<file path="src/inc/stic_consts.svh">
// Offsets, field positions, reset values and timing counts of the block
`ifndef STIC_CONSTS_SVH
`define STIC_CONSTS_SVH
// ----------------------------------------
// Register offsets
// ----------------------------------------
`define STIC_ADDR_PORT6     16'hFFCC
`define STIC_ADDR_ENABLE    16'hFFCE
`define STIC_ADDR_EDGE_RATE 16'hFFEE
`define STIC_ADDR_CAP_MASK  16'hFFF0
`define STIC_ADDR_DRUM_DIV  16'hFFF1
`define STIC_ADDR_CAP_DIV   16'hFFF2
`define STIC_ADDR_FLAG_RST  16'hFFF3
`define STIC_ADDR_STATUS2   16'hFFFF
// ----------------------------------------
// Field positions
// ----------------------------------------
`define STIC_EN_DFG         0
`define STIC_EN_DPG         1
`define STIC_EN_CFG         2
`define STIC_ER_DPG_EDGE    1
`define STIC_ER_RATE_B      3
`define STIC_ER_RATE_A      4
`define STIC_ER_DFG_EDGE    5
`define STIC_ER_PG_SYNC     6
`define STIC_ER_PG_SEEN     7
`define STIC_FR_DPG_CLR     0
`define STIC_FR_MASK_CLR    1
`define STIC_P6_DFG         4
`define STIC_P6_DPG         5
`define STIC_P6_CFG         6
// ----------------------------------------
// Reset values
// ----------------------------------------
`define STIC_RST_ENABLE     6'h00
`define STIC_RST_CTRL       7'h00
`define STIC_RST_DRUM_DIV   3'h0
`define STIC_RST_CAP_DIV    5'h00
`define STIC_RST_MASK       4'h0
// ----------------------------------------
// Timing
// ----------------------------------------
`define STIC_CLK_PERIOD_NS  8
`define STIC_TAP8_PERIOD_NS 51200
`define STIC_TAP8_CYCLES    (`STIC_TAP8_PERIOD_NS / `STIC_CLK_PERIOD_NS)
`endif

</file>
<file path="src/inc/stic_pkg.sv">
// Types shared by the tach input conditioner modules
package stic_pkg;
    // Capstan sampling rate choices
    typedef enum logic [1:0] {
        STIC_RATE_ONE,
        STIC_RATE_DOUBLE,
        STIC_RATE_HALF
    } stic_rate_type;
    // One register byte
    typedef logic [7:0] stic_byte_type;
endpackage

</file>
<file path="src/inc/stic_div_if.sv">
// Link between the top module and a programmable divider
`timescale 1ns/1ns
interface stic_div_if;
    logic [4:0] ratio; // Field value k divides by k+1
    logic       tick;  // One-cycle input event
    logic       clear; // Restart the count
    logic       out;   // One-cycle divided event
    modport ctrl (output ratio, output tick, output clear, input out);
    modport div  (input ratio, input tick, input clear, output out);
endinterface

</file>
<file path="src/core/stic_div.sv">
// Programmable event divider, ratio k+1
`timescale 1ns/1ns
module stic_div
    import stic_pkg::*;
(
    input wire logic clock,
    input wire logic rst_n,
    stic_div_if.div  dif
);
    logic [4:0] cnt_q; // Events seen since last output

    // ----------------------------------------
    // Counter and output pulse
    // ----------------------------------------
    always_ff @(posedge clock or negedge rst_n) begin
        if (!rst_n) begin
            cnt_q   <= 5'h00;
            dif.out <= 1'b0;
        end else if (dif.clear) begin
            // Restart wins over a counted event
            cnt_q   <= 5'h00;
            dif.out <= 1'b0;
        end else if (dif.tick) begin
            // Terminal event wraps and emits
            cnt_q   <= (cnt_q >= dif.ratio) ? 5'h00 : cnt_q + 5'h01;
            dif.out <= (cnt_q >= dif.ratio);
        end else begin
            dif.out <= 1'b0;
        end
    end
endmodule // stic_div

</file>
<file path="src/core/stic_mask.sv">
// Capstan mask counter clocked by the tap enable
`timescale 1ns/1ns
module stic_mask
    import stic_pkg::*;
(
    input  wire logic       clock,
    input  wire logic       rst_n,
    input  wire logic       tap_en,
    input  wire logic       event_in,
    input  wire logic [3:0] mask_n,
    output logic            pass_q,
    output logic            hit_q
);
    logic [3:0] cnt_q; // Tap periods left in the mask window

    // ----------------------------------------
    // Window counter
    // ----------------------------------------
    always_ff @(posedge clock or negedge rst_n) begin
        if (!rst_n) begin
            cnt_q <= 4'h0;
        end else if (event_in && cnt_q == 4'h0) begin
            cnt_q <= mask_n; // Zero gives no window
        end else if (tap_en && cnt_q != 4'h0) begin
            cnt_q <= cnt_q - 4'h1;
        end
    end

    // ----------------------------------------
    // Pass or suppress each event
    // ----------------------------------------
    always_ff @(posedge clock or negedge rst_n) begin
        if (!rst_n) begin
            pass_q <= 1'b0;
            hit_q  <= 1'b0;
        end else begin
            pass_q <= event_in && cnt_q == 4'h0;
            hit_q  <= event_in && cnt_q != 4'h0;
        end
    end
endmodule // stic_mask

</file>
<file path="src/core/stic_top.sv">
// Drum and capstan tach input conditioner with register port
// Operation
// - Separate edge select for drum FG, PG
// - Drum FG divided by field plus one
// - PG edge restarts drum divider when enabled
// - Drum FG and PG individually gated
// - Drum pins readable as port bits
// - PG seen flag, write one clears
// - Capstan FG level feeds timer two
// - Capstan input gated by enable bit
// - Capstan rate select half, one, double
// - Capstan path through five bit divider
// - Mask counter suppresses early capstan events
// - Capstan pin readable as port bit
// - Enable bit zero enables, resets zero
// - Capstan field value k divides k+1
// - Mask lasts n tap periods, zero none
// - Masked event sets violation, one clears
//
// Our own choice: the strobed register port.
`timescale 1ns/1ns
`include "stic_consts.svh"
module stic_top
    import stic_pkg::*;
#(
    parameter int unsigned TAP8_CYCLES = `STIC_TAP8_CYCLES
)
(
    input  wire logic        clock,
    input  wire logic        rst_n,
    input  wire logic        drum_fg_pin,
    input  wire logic        drum_pg_pin,
    input  wire logic        capstan_fg_pin,
    input  wire logic [15:0] addr,
    input  wire logic [7:0]  wdata,
    input  wire logic        wr_en,
    input  wire logic        rd_en,
    output stic_byte_type    rdata_q,
    output logic             drum_fg_div_q,
    output logic             drum_pg_pulse_q,
    output logic             capstan_event_q,
    output logic             capstan_tmr_clk_q,
    output logic             mask_violation_q,
    output logic             drum_pg_seen_q
);
    // ----------------------------------------
    // Declarations
    // ----------------------------------------
    logic [2:0]    sync1_q;      // First synchroniser stage
    logic [2:0]    sync2_q;      // Second synchroniser stage
    logic [2:0]    prev_q;       // Previous synchronised level
    logic [2:0]    rise;         // Rising edge per pin
    logic [2:0]    fall;         // Falling edge per pin
    logic [5:0]    enable_q;     // Input disable bits
    logic [6:0]    ctrl_q;       // Edge and rate control bits
    logic [2:0]    drum_div_q;   // Drum ratio field
    logic [4:0]    cap_div_q;    // Capstan ratio field
    logic [3:0]    mask_q;       // Mask time field
    logic          dfg_edge;     // Selected drum FG edge
    logic          dpg_edge;     // Selected drum PG edge
    logic          cfg_edge;     // Rate-selected capstan edge
    logic          dfg_tick_q;   // Drum FG event pulse
    logic          cfg_tick_q;   // Capstan event pulse
    logic          half_q;       // Every other edge for half rate
    logic [15:0]   tap_cnt_q;    // Tap prescaler count
    logic          tap_en_q;     // One pulse per tap period
    logic          wr_flag;      // Write to flag reset register
    logic          pg_clr;       // Drum PG flag clear pulse
    logic          mask_clr;     // Violation flag clear pulse
    logic          mask_hit;     // Event arrived during mask
    logic          cap_pass;     // Event passed the mask
    stic_rate_type rate;         // Decoded sampling rate
    stic_byte_type rd_mux;       // Read data before the register
    stic_div_if    drum_if ();   // Drum divider link
    stic_div_if    cap_if ();    // Capstan divider link

    // ----------------------------------------
    // Pin synchronisers
    // ----------------------------------------
    // Two flops per pin, third flop keeps history for edges
    for (genvar i = 0; i < 3; i++) begin : g_sync
        always_ff @(posedge clock or negedge rst_n) begin
            if (!rst_n) begin
                sync1_q[i] <= 1'b0;
                sync2_q[i] <= 1'b0;
                prev_q[i]  <= 1'b0;
            end else begin
                sync1_q[i] <= (i == 0) ? drum_fg_pin :
                              (i == 1) ? drum_pg_pin : capstan_fg_pin;
                sync2_q[i] <= sync1_q[i];
                prev_q[i]  <= sync2_q[i];
            end
        end
        assign rise[i] = sync2_q[i] & ~prev_q[i];
        assign fall[i] = ~sync2_q[i] & prev_q[i];
    end

    // ----------------------------------------
    // Edge selection and gating
    // ----------------------------------------
    // Edge select bit zero picks rising, one picks falling
    assign dfg_edge = ~enable_q[`STIC_EN_DFG] &
        (ctrl_q[`STIC_ER_DFG_EDGE] ? fall[0] : rise[0]);
    assign dpg_edge = ~enable_q[`STIC_EN_DPG] &
        (ctrl_q[`STIC_ER_DPG_EDGE] ? fall[1] : rise[1]);

    // Rate select: bit A picks half, else bit B picks double
    always_comb begin
        if (ctrl_q[`STIC_ER_RATE_A]) begin
            rate = STIC_RATE_HALF;
        end else if (ctrl_q[`STIC_ER_RATE_B]) begin
            rate = STIC_RATE_DOUBLE;
        end else begin
            rate = STIC_RATE_ONE;
        end
    end

    // Capstan edge after the rate selector
    always_comb begin
        case (rate)
            STIC_RATE_DOUBLE: cfg_edge = rise[2] | fall[2];
            STIC_RATE_HALF:   cfg_edge = rise[2] & half_q;
            default:          cfg_edge = rise[2];
        endcase
        cfg_edge = cfg_edge & ~enable_q[`STIC_EN_CFG];
    end

    // Half rate phase toggles on every rising capstan edge
    always_ff @(posedge clock or negedge rst_n) begin
        if (!rst_n) begin
            half_q <= 1'b0;
        end else if (rise[2]) begin
            half_q <= ~half_q;
        end
    end

    // ----------------------------------------
    // Event pulses
    // ----------------------------------------
    // Each edge becomes one registered pulse of one cycle
    always_ff @(posedge clock or negedge rst_n) begin
        if (!rst_n) begin
            dfg_tick_q      <= 1'b0;
            drum_pg_pulse_q <= 1'b0;
            cfg_tick_q      <= 1'b0;
        end else begin
            dfg_tick_q      <= dfg_edge;
            drum_pg_pulse_q <= dpg_edge;
            cfg_tick_q      <= cfg_edge;
        end
    end

    // Timer two clock follows the synchronised pin level
    always_ff @(posedge clock or negedge rst_n) begin
        if (!rst_n) begin
            capstan_tmr_clk_q <= 1'b0;
        end else begin
            capstan_tmr_clk_q <= sync2_q[2];
        end
    end

    // ----------------------------------------
    // Dividers
    // ----------------------------------------
    assign drum_if.ratio = {2'b00, drum_div_q};
    assign drum_if.tick  = dfg_tick_q;
    assign drum_if.clear = drum_pg_pulse_q & ctrl_q[`STIC_ER_PG_SYNC];
    assign drum_fg_div_q = drum_if.out;
    assign cap_if.ratio  = cap_div_q;
    assign cap_if.tick   = cfg_tick_q;
    assign cap_if.clear  = 1'b0;

    stic_div u_drum_div (
        .clock (clock),
        .rst_n (rst_n),
        .dif   (drum_if.div)
    );

    stic_div u_cap_div (
        .clock (clock),
        .rst_n (rst_n),
        .dif   (cap_if.div)
    );

    // ----------------------------------------
    // Tap prescaler and mask counter
    // ----------------------------------------
    // One enable pulse per tap period
    always_ff @(posedge clock or negedge rst_n) begin
        if (!rst_n) begin
            tap_cnt_q <= 16'h0000;
            tap_en_q  <= 1'b0;
        end else if (tap_cnt_q == 16'(TAP8_CYCLES - 1)) begin
            tap_cnt_q <= 16'h0000;
            tap_en_q  <= 1'b1;
        end else begin
            tap_cnt_q <= tap_cnt_q + 16'h0001;
            tap_en_q  <= 1'b0;
        end
    end

    stic_mask u_mask (
        .clock    (clock),
        .rst_n    (rst_n),
        .tap_en   (tap_en_q),
        .event_in (cap_if.out),
        .mask_n   (mask_q),
        .pass_q   (cap_pass),
        .hit_q    (mask_hit)
    );
    assign capstan_event_q = cap_pass;

    // ----------------------------------------
    // Register writes
    // ----------------------------------------
    // Configuration registers, all disables clear at reset
    always_ff @(posedge clock or negedge rst_n) begin
        if (!rst_n) begin
            enable_q   <= `STIC_RST_ENABLE;
            ctrl_q     <= `STIC_RST_CTRL;
            drum_div_q <= `STIC_RST_DRUM_DIV;
            cap_div_q  <= `STIC_RST_CAP_DIV;
            mask_q     <= `STIC_RST_MASK;
        end else if (wr_en) begin
            if (addr == `STIC_ADDR_ENABLE) begin
                enable_q <= wdata[5:0];
            end else if (addr == `STIC_ADDR_EDGE_RATE) begin
                ctrl_q <= wdata[6:0];
            end else if (addr == `STIC_ADDR_DRUM_DIV) begin
                drum_div_q <= wdata[7:5];
            end else if (addr == `STIC_ADDR_CAP_DIV) begin
                cap_div_q <= wdata[4:0];
            end else if (addr == `STIC_ADDR_CAP_MASK) begin
                mask_q <= wdata[7:4];
            end
        end
    end

    // ----------------------------------------
    // Status flags
    // ----------------------------------------
    assign wr_flag  = wr_en && addr == `STIC_ADDR_FLAG_RST;
    assign pg_clr   = wr_flag && wdata[`STIC_FR_DPG_CLR];
    assign mask_clr = wr_flag && wdata[`STIC_FR_MASK_CLR];

    // A new event wins over a clear in the same cycle
    always_ff @(posedge clock or negedge rst_n) begin
        if (!rst_n) begin
            drum_pg_seen_q   <= 1'b0;
            mask_violation_q <= 1'b0;
        end else begin
            drum_pg_seen_q   <= drum_pg_pulse_q |
                                (drum_pg_seen_q & ~pg_clr);
            mask_violation_q <= mask_hit |
                                (mask_violation_q & ~mask_clr);
        end
    end

    // ----------------------------------------
    // Register reads
    // ----------------------------------------
    always_comb begin
        rd_mux = 8'h00;
        if (addr == `STIC_ADDR_PORT6) begin
            rd_mux[`STIC_P6_DFG] = sync2_q[0];
            rd_mux[`STIC_P6_DPG] = sync2_q[1];
            rd_mux[`STIC_P6_CFG] = sync2_q[2];
        end else if (addr == `STIC_ADDR_ENABLE) begin
            rd_mux = {2'b00, enable_q};
        end else if (addr == `STIC_ADDR_EDGE_RATE) begin
            rd_mux = {drum_pg_seen_q, ctrl_q};
        end else if (addr == `STIC_ADDR_DRUM_DIV) begin
            rd_mux = {drum_div_q, 5'h00};
        end else if (addr == `STIC_ADDR_CAP_DIV) begin
            rd_mux = {3'h0, cap_div_q};
        end else if (addr == `STIC_ADDR_CAP_MASK) begin
            rd_mux = {mask_q, 4'h0};
        end else if (addr == `STIC_ADDR_STATUS2) begin
            rd_mux = {7'h00, mask_violation_q};
        end
    end

    // Read data stand only in the cycle after the strobe
    always_ff @(posedge clock or negedge rst_n) begin
        if (!rst_n) begin
            rdata_q <= 8'h00;
        end else begin
            rdata_q <= rd_en ? rd_mux : 8'h00;
        end
    end
endmodule // stic_top

</file>
<file path="config.mk">
export PLATFORM = sky130hd
export DESIGN_NAME = stic_top
export DESIGN_NICKNAME = d
export VERILOG_FILES = /design/src/inc/stic_pkg.sv /design/src/inc/stic_div_if.sv /design/src/core/stic_div.sv /design/src/core/stic_mask.sv /design/src/core/stic_top.sv
export VERILOG_INCLUDE_DIRS = /design/src /design/src/inc
export SDC_FILE = /design/constraint.sdc
export NUM_CORES = 1
export LEC_CHECK = 0
export ABC_AREA = 1
export BUFFER_PORTS_ARGS = -buffer_cell sky130_fd_sc_hd__buf_2
export CAP_MARGIN = 20
export CORE_MARGIN = 4
export CORE_UTILIZATION = 34
export CTS_CLUSTER_DIAMETER = 60
export DETAILED_ROUTE_END_ITERATION = 8
export REMOVE_ABC_BUFFERS = 1
export SLEW_MARGIN = 15
export SYNTH_ARGS = -nofsm -noshare
export SYNTH_HDL_FRONTEND = slang
export SYNTH_SLANG_ARGS = --single-unit
</file>
<file path="constraint.sdc">
create_clock -name clock -period 3.4 [get_ports clock]
set_input_delay 0.17 -clock clock [delete_from_list [all_inputs] [get_ports clock]]
set_output_delay 0.17 -clock clock [all_outputs]
set_load 0.05 [all_outputs]
</file>
==> flow_metrics.tcl, run 1 <==
set metrics [dict create \
    cap_violations 0 \
    synth_xor_xnor_area_share_pct 3.04 \
    clkSinkCount 83 \
    yosysWarningCount 0 \
    hp-class "in -> reg" \
    synth_top_family_by_area "simple AND/OR/NAND/NOR gates" \
    routabilityCongestion 0.878 \
    io-pin-count 45 \
    period_needed_ps 1610 \
    antenna_found_initial 0 \
    ys_types 34 \
    vdd.ir_drop.worst_uv 260 \
    final_cell_area_mm2 0.00477 \
    synth_compound_area_share_pct 11.1 \
    drt_first_pass_iters 4 \
    worst_setup_path_end_kind "flip-flop" \
    fp.dieW_um 117 \
    grtUsageTotal_pct 14.1 \
    core-area_mm2 0.0115 \
    cts_tree "done" \
    synthFlopType "dfrtp_1" \
    initial_core_util_pct 35.0 \
    ys_seq_area_share_pct 51.6 \
    clock_latency_ps 350 \
    wl_um 8750 \
    post_drt_via_cell_ratio 4.83 \
    drc 0 \
    drt_iter0_markers 193 \
    area_delta_synth_final_pct 18.5 \
    cellLeakagePower_nw 2.41 \
    grt_start_max_net_pins 73 \
    ant_nets 0 \
    grt_first_pass_wirelength_um 14800 \
    synth_top_cell_area_share_pct 51.6 \
    synth.area.top_cells "dfrtp_1 52%, nand2_1 9.0%, inv_1 6.5%" \
    synth_common_cells "97 x nand2_1, 83 x dfrtp_1, 70 x inv_1" \
    syn_avg_cell_area_um2 8.68 \
    grt_overflow 0 \
    crit_path_start_kind "flip-flop" \
    drive_gt1_share_pct 17.7 \
    path_class "reg -> reg" \
    period_share_pct 47.3 \
    clkTransAtPathRegs_ps 60 \
    hold_viol 0 \
    cts_made_buffers 9 \
    crit_fanout 5 \
    critical_path_required_ps 3660 \
    die_area_mm2 0.0137 \
    clock_path_buffers 2 \
    placed_cells 649 \
    worstMarginPinSlew_ps 916 \
    synthSimpleGateAreaFrac_pct 22.5 \
    syn_inst 464 \
    grt_pass1_vias 3224 \
    setup_viol 0 \
    rsz0062_at_grt "false" \
    synth_edf_count 0 \
    cts_root_buf "clkbuf_16" \
    skew_ps 6.50 \
    async_flop_share_pct 100 \
    vias 3230 \
    wl_per_cell_um 13.1 \
    status "finished, final reports clean" \
    critPathArrivalTime_ps 1870 \
    dp_hpwl_um 6540 \
    io_buffers 44 \
    syn_area_mm2 0.00403 \
    finalNetCount 565 \
    ys_seq_elements 83 \
    diodes 0 \
    relSlewSlack_pct 38.9 \
    num_rows 39 \
    die_h_um 117 \
    fin_setup_tns_ps 0 \
    slew_viol_final 0 \
    p_per_area_mw_per_mm2 467 \
    synthMuxAreaShare_pct 0 \
    htree_levels 3 \
    yosysTopAreaCell "dfrtp_1" \
    dpl_cell_area_mm2 0.00441 \
    fmax_mhz 622 \
    synthAdderAreaFrac_pct 4.04 \
    fin_cells 669 \
    synth_most_common_cell "nand2_1" \
    finalPower_mw 2.23 \
]
## placed cells by master, fill, tap and decap left out, drive strengths merged
master,instances
or2,1
nand2,104
o22ai,2
a211oi,2
o211ai,4
bufinv,2
dlygate4sd3,4
xor2,12
nor2,43
buf,45
o221ai,1
o21a,2
a21oi,17
o21ai,38
o21bai,2
clkbuf,9
a31oi,3
inv,77
dfrtp,83
and3,1
xnor2,2
a21boi,1
nand3,31
nand4,10
ha,13
nor4,2
clkinvlp,3
nor3,12
## flip-flops by register name, indices dropped and copies added (netlist names), 2 cells and up
register and flops:
u_drum_div.cnt_q 5, tap_cnt_q 16, enable_q 6, sync2_q 3, u_mask.cnt_q 4, prev_q 2, u_cap_div.cnt_q 5, mask_q 4
cap_div_q 5, drum_div_q 3, rdata_q 8, ctrl_q 7, sync1_q 3
## per-stage QoR
step | hold slack (ps) | setup WS, ps | utilization (%)
floorplan | -126 | 2010 | -
global placement | 278 | 1860 | 38.3
finish | 99.6 | 1790 | 41.4
detailed placement | 279 | 1760 | 38.3
CTS | 95.7 | 1800 | 41.4
global route | 107 | 1620 | 41.4
## power by group
part           total, mW  internal, mW  switching, mW
clock network       1.06         0.648          0.415
logic              0.143        0.0475         0.0952
registers           1.02          1.01         0.0132
total               2.23          1.71          0.524
## logic make-up (layout without fill, tap and decap cells)
| group | count (synthesis) | count (layout) |
|---|---|---|
| adder cells (fa/ha/maj) | 13 | 13 |
| buffers and inverters | 78 | 140 |
| XOR/XNOR | 14 | 14 |
| flip-flops | 83 | 83 |
| AND/OR/NAND/NOR | 204 | 204 |
| AO/OA/AOI/OAI | 72 | 72 |
## final cells by class
type                       count  area, µm²
inverter                      75        284
timing repair buffer          49        270
sequential                    83       2080
clock buffer                   9        225
tap                          143        179
multi-input combinational    303       1640
fill                        1172       6740
clock inverter                 7        100
## routing by layer
| metal | track usage (%) | vias to the layer above | part of all wire, % |
|---|---|---|---|
| met4 | 5.89 | 0 | 2.8 |
| met1 | 17.4 | 1506 | 45 |
| met5 | 0 | - | 0 |
| li1 | - | 1620 | - |
| met3 | 5.55 | 20 | 5.6 |
| met2 | 22.3 | 84 | 47 |
## final timing paths
| path | startpoint | end | slack (ps) | cells after the start |
|---|---|---|---|---|
| setup / recovery | u_mask.cnt_q[0]$_DFFE_PN0P_ | u_mask.cnt_q[2]$_DFFE_PN0P_ | 1790 | 8 |
| hold / removal | wdata[7] | drum_div_q[2]$_DFFE_PN0P_ | 100 | 3 |
| setup reg to reg | u_mask.cnt_q[0]$_DFFE_PN0P_ | u_mask.cnt_q[2]$_DFFE_PN0P_ | 1790 | 8 |
| hold reg to reg | sync1_q[1]$_DFF_PN0_ | sync2_q[1]$_DFF_PN0_ | 350 | 0 |
| max in group asynchronous | rst_n | tap_cnt_q[12]$_DFF_PN0_ | 2140 | 3 |
| min in group asynchronous | rst_n | u_drum_div.cnt_q[2]$_DFFE_PN0P_ | 490 | 2 |
## critical path, cell delays in order, from the launching register on
cell and delay [ps]:
dfrtp_1 360, inv_1 110, ha_1 230, nand3_1 110, nor2_1 270, inv_1 100
nand2_1 120, o21ai_0 110, o22ai_1 130
## what timing repair did
item,4_1_cts,5_1_grt
setup endpoints to repair,0,0
hold buffers,4,0
endpoints found under the hold margin,74,0
resized for setup,0,0
setup buffers,0,0
Power figures use the tool's default switching activity.
==> run 2, diff against run 1 <==
Clock period 3.4 ns to 1.5 ns, I/O delays scaled along.
==> run 2 against run 1 <==
Maximum frequency grew 12%. Largest power group is now sequential cells. Total power grew 120%. Register-to-register slack lost 1700 ps.
==> flow_metrics.tcl, run 2 (synthesis gave the netlist of run 1 again) <==
set metrics [dict create \
    worst_r2r_path_depth 8 \
    setup_viol 0 \
    post-route-util_pct 43.3 \
    largest_register "tap_cnt_q" \
    endpoint "u_drum_div.cnt_q[3]$_DFFE_PN0P_" \
    fmax_mhz 694 \
    r2r-end "u_drum_div.cnt_q[3]$_DFFE_PN0P_" \
    diodes 0 \
    drc 0 \
    grt_first_pass_wirelength_um 15000 \
    final_common_cell "nand2_1" \
    cts_made_buffers 9 \
    clkSinkCount 83 \
    drt_first_pass_iters 4 \
    worst_setup_path_end_kind "flip-flop" \
    drive_gt1_share_pct 22.7 \
    reg_top3 "tap_cnt_q: 16 flops, rdata_q: 8 flops, ctrl_q: 7 flops" \
    hp-class "in -> reg" \
    crit_path_start_kind "flip-flop" \
    clock_latency_ps 340 \
    status "finished, final reports clean" \
    cts_root_buf "clkbuf_16" \
    placed_cells 656 \
    die_h_um 117 \
    htree_levels 3 \
    cellLeakagePower_nw 2.50 \
    fp.dieW_um 117 \
    wl_um 9100 \
    hold_viol 0 \
    p_per_area_mw_per_mm2 999 \
    largest_reg_flops 16 \
    vias 3285 \
    critPathArrivalTime_ps 1700 \
    clock_path_buffers 2 \
    finalNetCount 578 \
    clkTransAtPathRegs_ps 60 \
    fillCellCount 1117 \
    io-pin-count 45 \
    initial_core_util_pct 35.0 \
    path_class "reg -> reg" \
    num_rows 39 \
    critical_path_required_ps 1760 \
    grtUsageTotal_pct 14.2 \
    fin_setup_tns_ps 0 \
    period_needed_ps 1440 \
    fin_cells 681 \
    r2r-start "drum_div_q[1]$_DFFE_PN0P_" \
    wl_per_cell_um 13.4 \
    grt_pass1_vias 3173 \
    drt_iter0_markers 159 \
    io_buffers 44 \
    ant_nets 0 \
    die_area_mm2 0.0137 \
    skew_ps 6.02 \
    rsz0062_at_grt "true" \
    finalPower_mw 4.98 \
    r2r_setup_slack_ps 60 \
    worstMarginPinSlew_ps 440 \
    grt_overflow 0 \
    crit_fanout 3 \
    dpl_cell_area_mm2 0.00447 \
    relSlewSlack_pct 70.6 \
    cap_violations 0 \
    grt_start_max_net_pins 84 \
    period_share_pct 96.1 \
    dp_hpwl_um 6740 \
    slew_viol_final 0 \
    antenna_found_initial 0 \
    core-area_mm2 0.0115 \
    routabilityCongestion 0.862 \
    cts_tree "done" \
    post_drt_via_cell_ratio 4.82 \
    area_delta_synth_final_pct 23.8 \
    crit_start "drum_div_q[1]$_DFFE_PN0P_" \
    final_cell_area_mm2 0.00499 \
    vdd.ir_drop.worst_uv 497 \
    final_cell_mix "96 x nand2_1, 82 x dfrtp_1, 67 x inv_1" \
]
-- run 2: final cells by class --
| type | count | area [µm²] | area share, % |
|---|---|---|---|
| Clock inverter | 2 | 60.1 | 1.20 |
| Clock buffer | 13 | 250 | 5.02 |
| Multi-Input combinational cell | 303 | 1760 | 35.2 |
| Timing Repair Buffer | 62 | 380 | 7.63 |
| Inverter | 75 | 284 | 5.69 |
| Tap cell | 143 | 179 | 3.59 |
| Sequential cell | 83 | 2080 | 41.7 |
-- run 2: repair_timing --
item | in CTS | in global routing
hold endpoints to repair | 86 | 0
setup endpoints to repair | 5 | 15
gates resized for setup | 2 | 26
pin swaps | 0 | 8
hold buffers | 4 | 0
buffers inserted | 0 | 6
-- run 2: layer usage --
metal	share of wire, %	up-vias	GRT usage, %	wire, µm
li1	-	1652	-	-
met1	45	1545	18.2	4070
met2	48	74	22.4	4360
met3	5.1	14	3.50	465
met4	2.2	0	7.03	201
met5	0	-	0	0
-- run 2: worst min path at each step --
stage	startpoint	to	slack [ps]	depth (start not counted)
after floorplan	rst_n	cap_div_q[0]$_DFFE_PN0P_	-220	0
after global placement	rst_n	u_drum_div.cnt_q[3]$_DFFE_PN0P_	120	2
after detailed placement	rst_n	u_drum_div.dif.out$_DFF_PN0_	150	2
after CTS	wdata[7]	mask_q[3]$_DFFE_PN0P_	30	3
after global routing	wdata[7]	drum_div_q[2]$_DFFE_PN0P_	50	3
final	wdata[7]	mask_q[3]$_DFFE_PN0P_	40	3
-- run 2: critical path: stages, from the launching register on --
cell	delay (ps)
dfrtp_1	360
inv_1	50
ha_1	270
a21boi_0	120
o21ai_1	120
nand2_1	110
nor2_4	140
nand2_1	80
o21ai_1	130
-- run 2: metrics by stage --
stage / hold WS [ps] / setup slack [ps]
detailed placement: 147 / -30.3
CTS: 30.9 / 2.30
finish: 39.0 / 59.1
global route: 52.1 / -75.0
floorplan: -221 / 108
global placement: 119 / 45.4
-- run 2: power breakdown --
group          internal [mW]  switching, mW
Clock                   1.50          0.821
Sequential              2.29         0.0324
Combinational          0.118          0.223
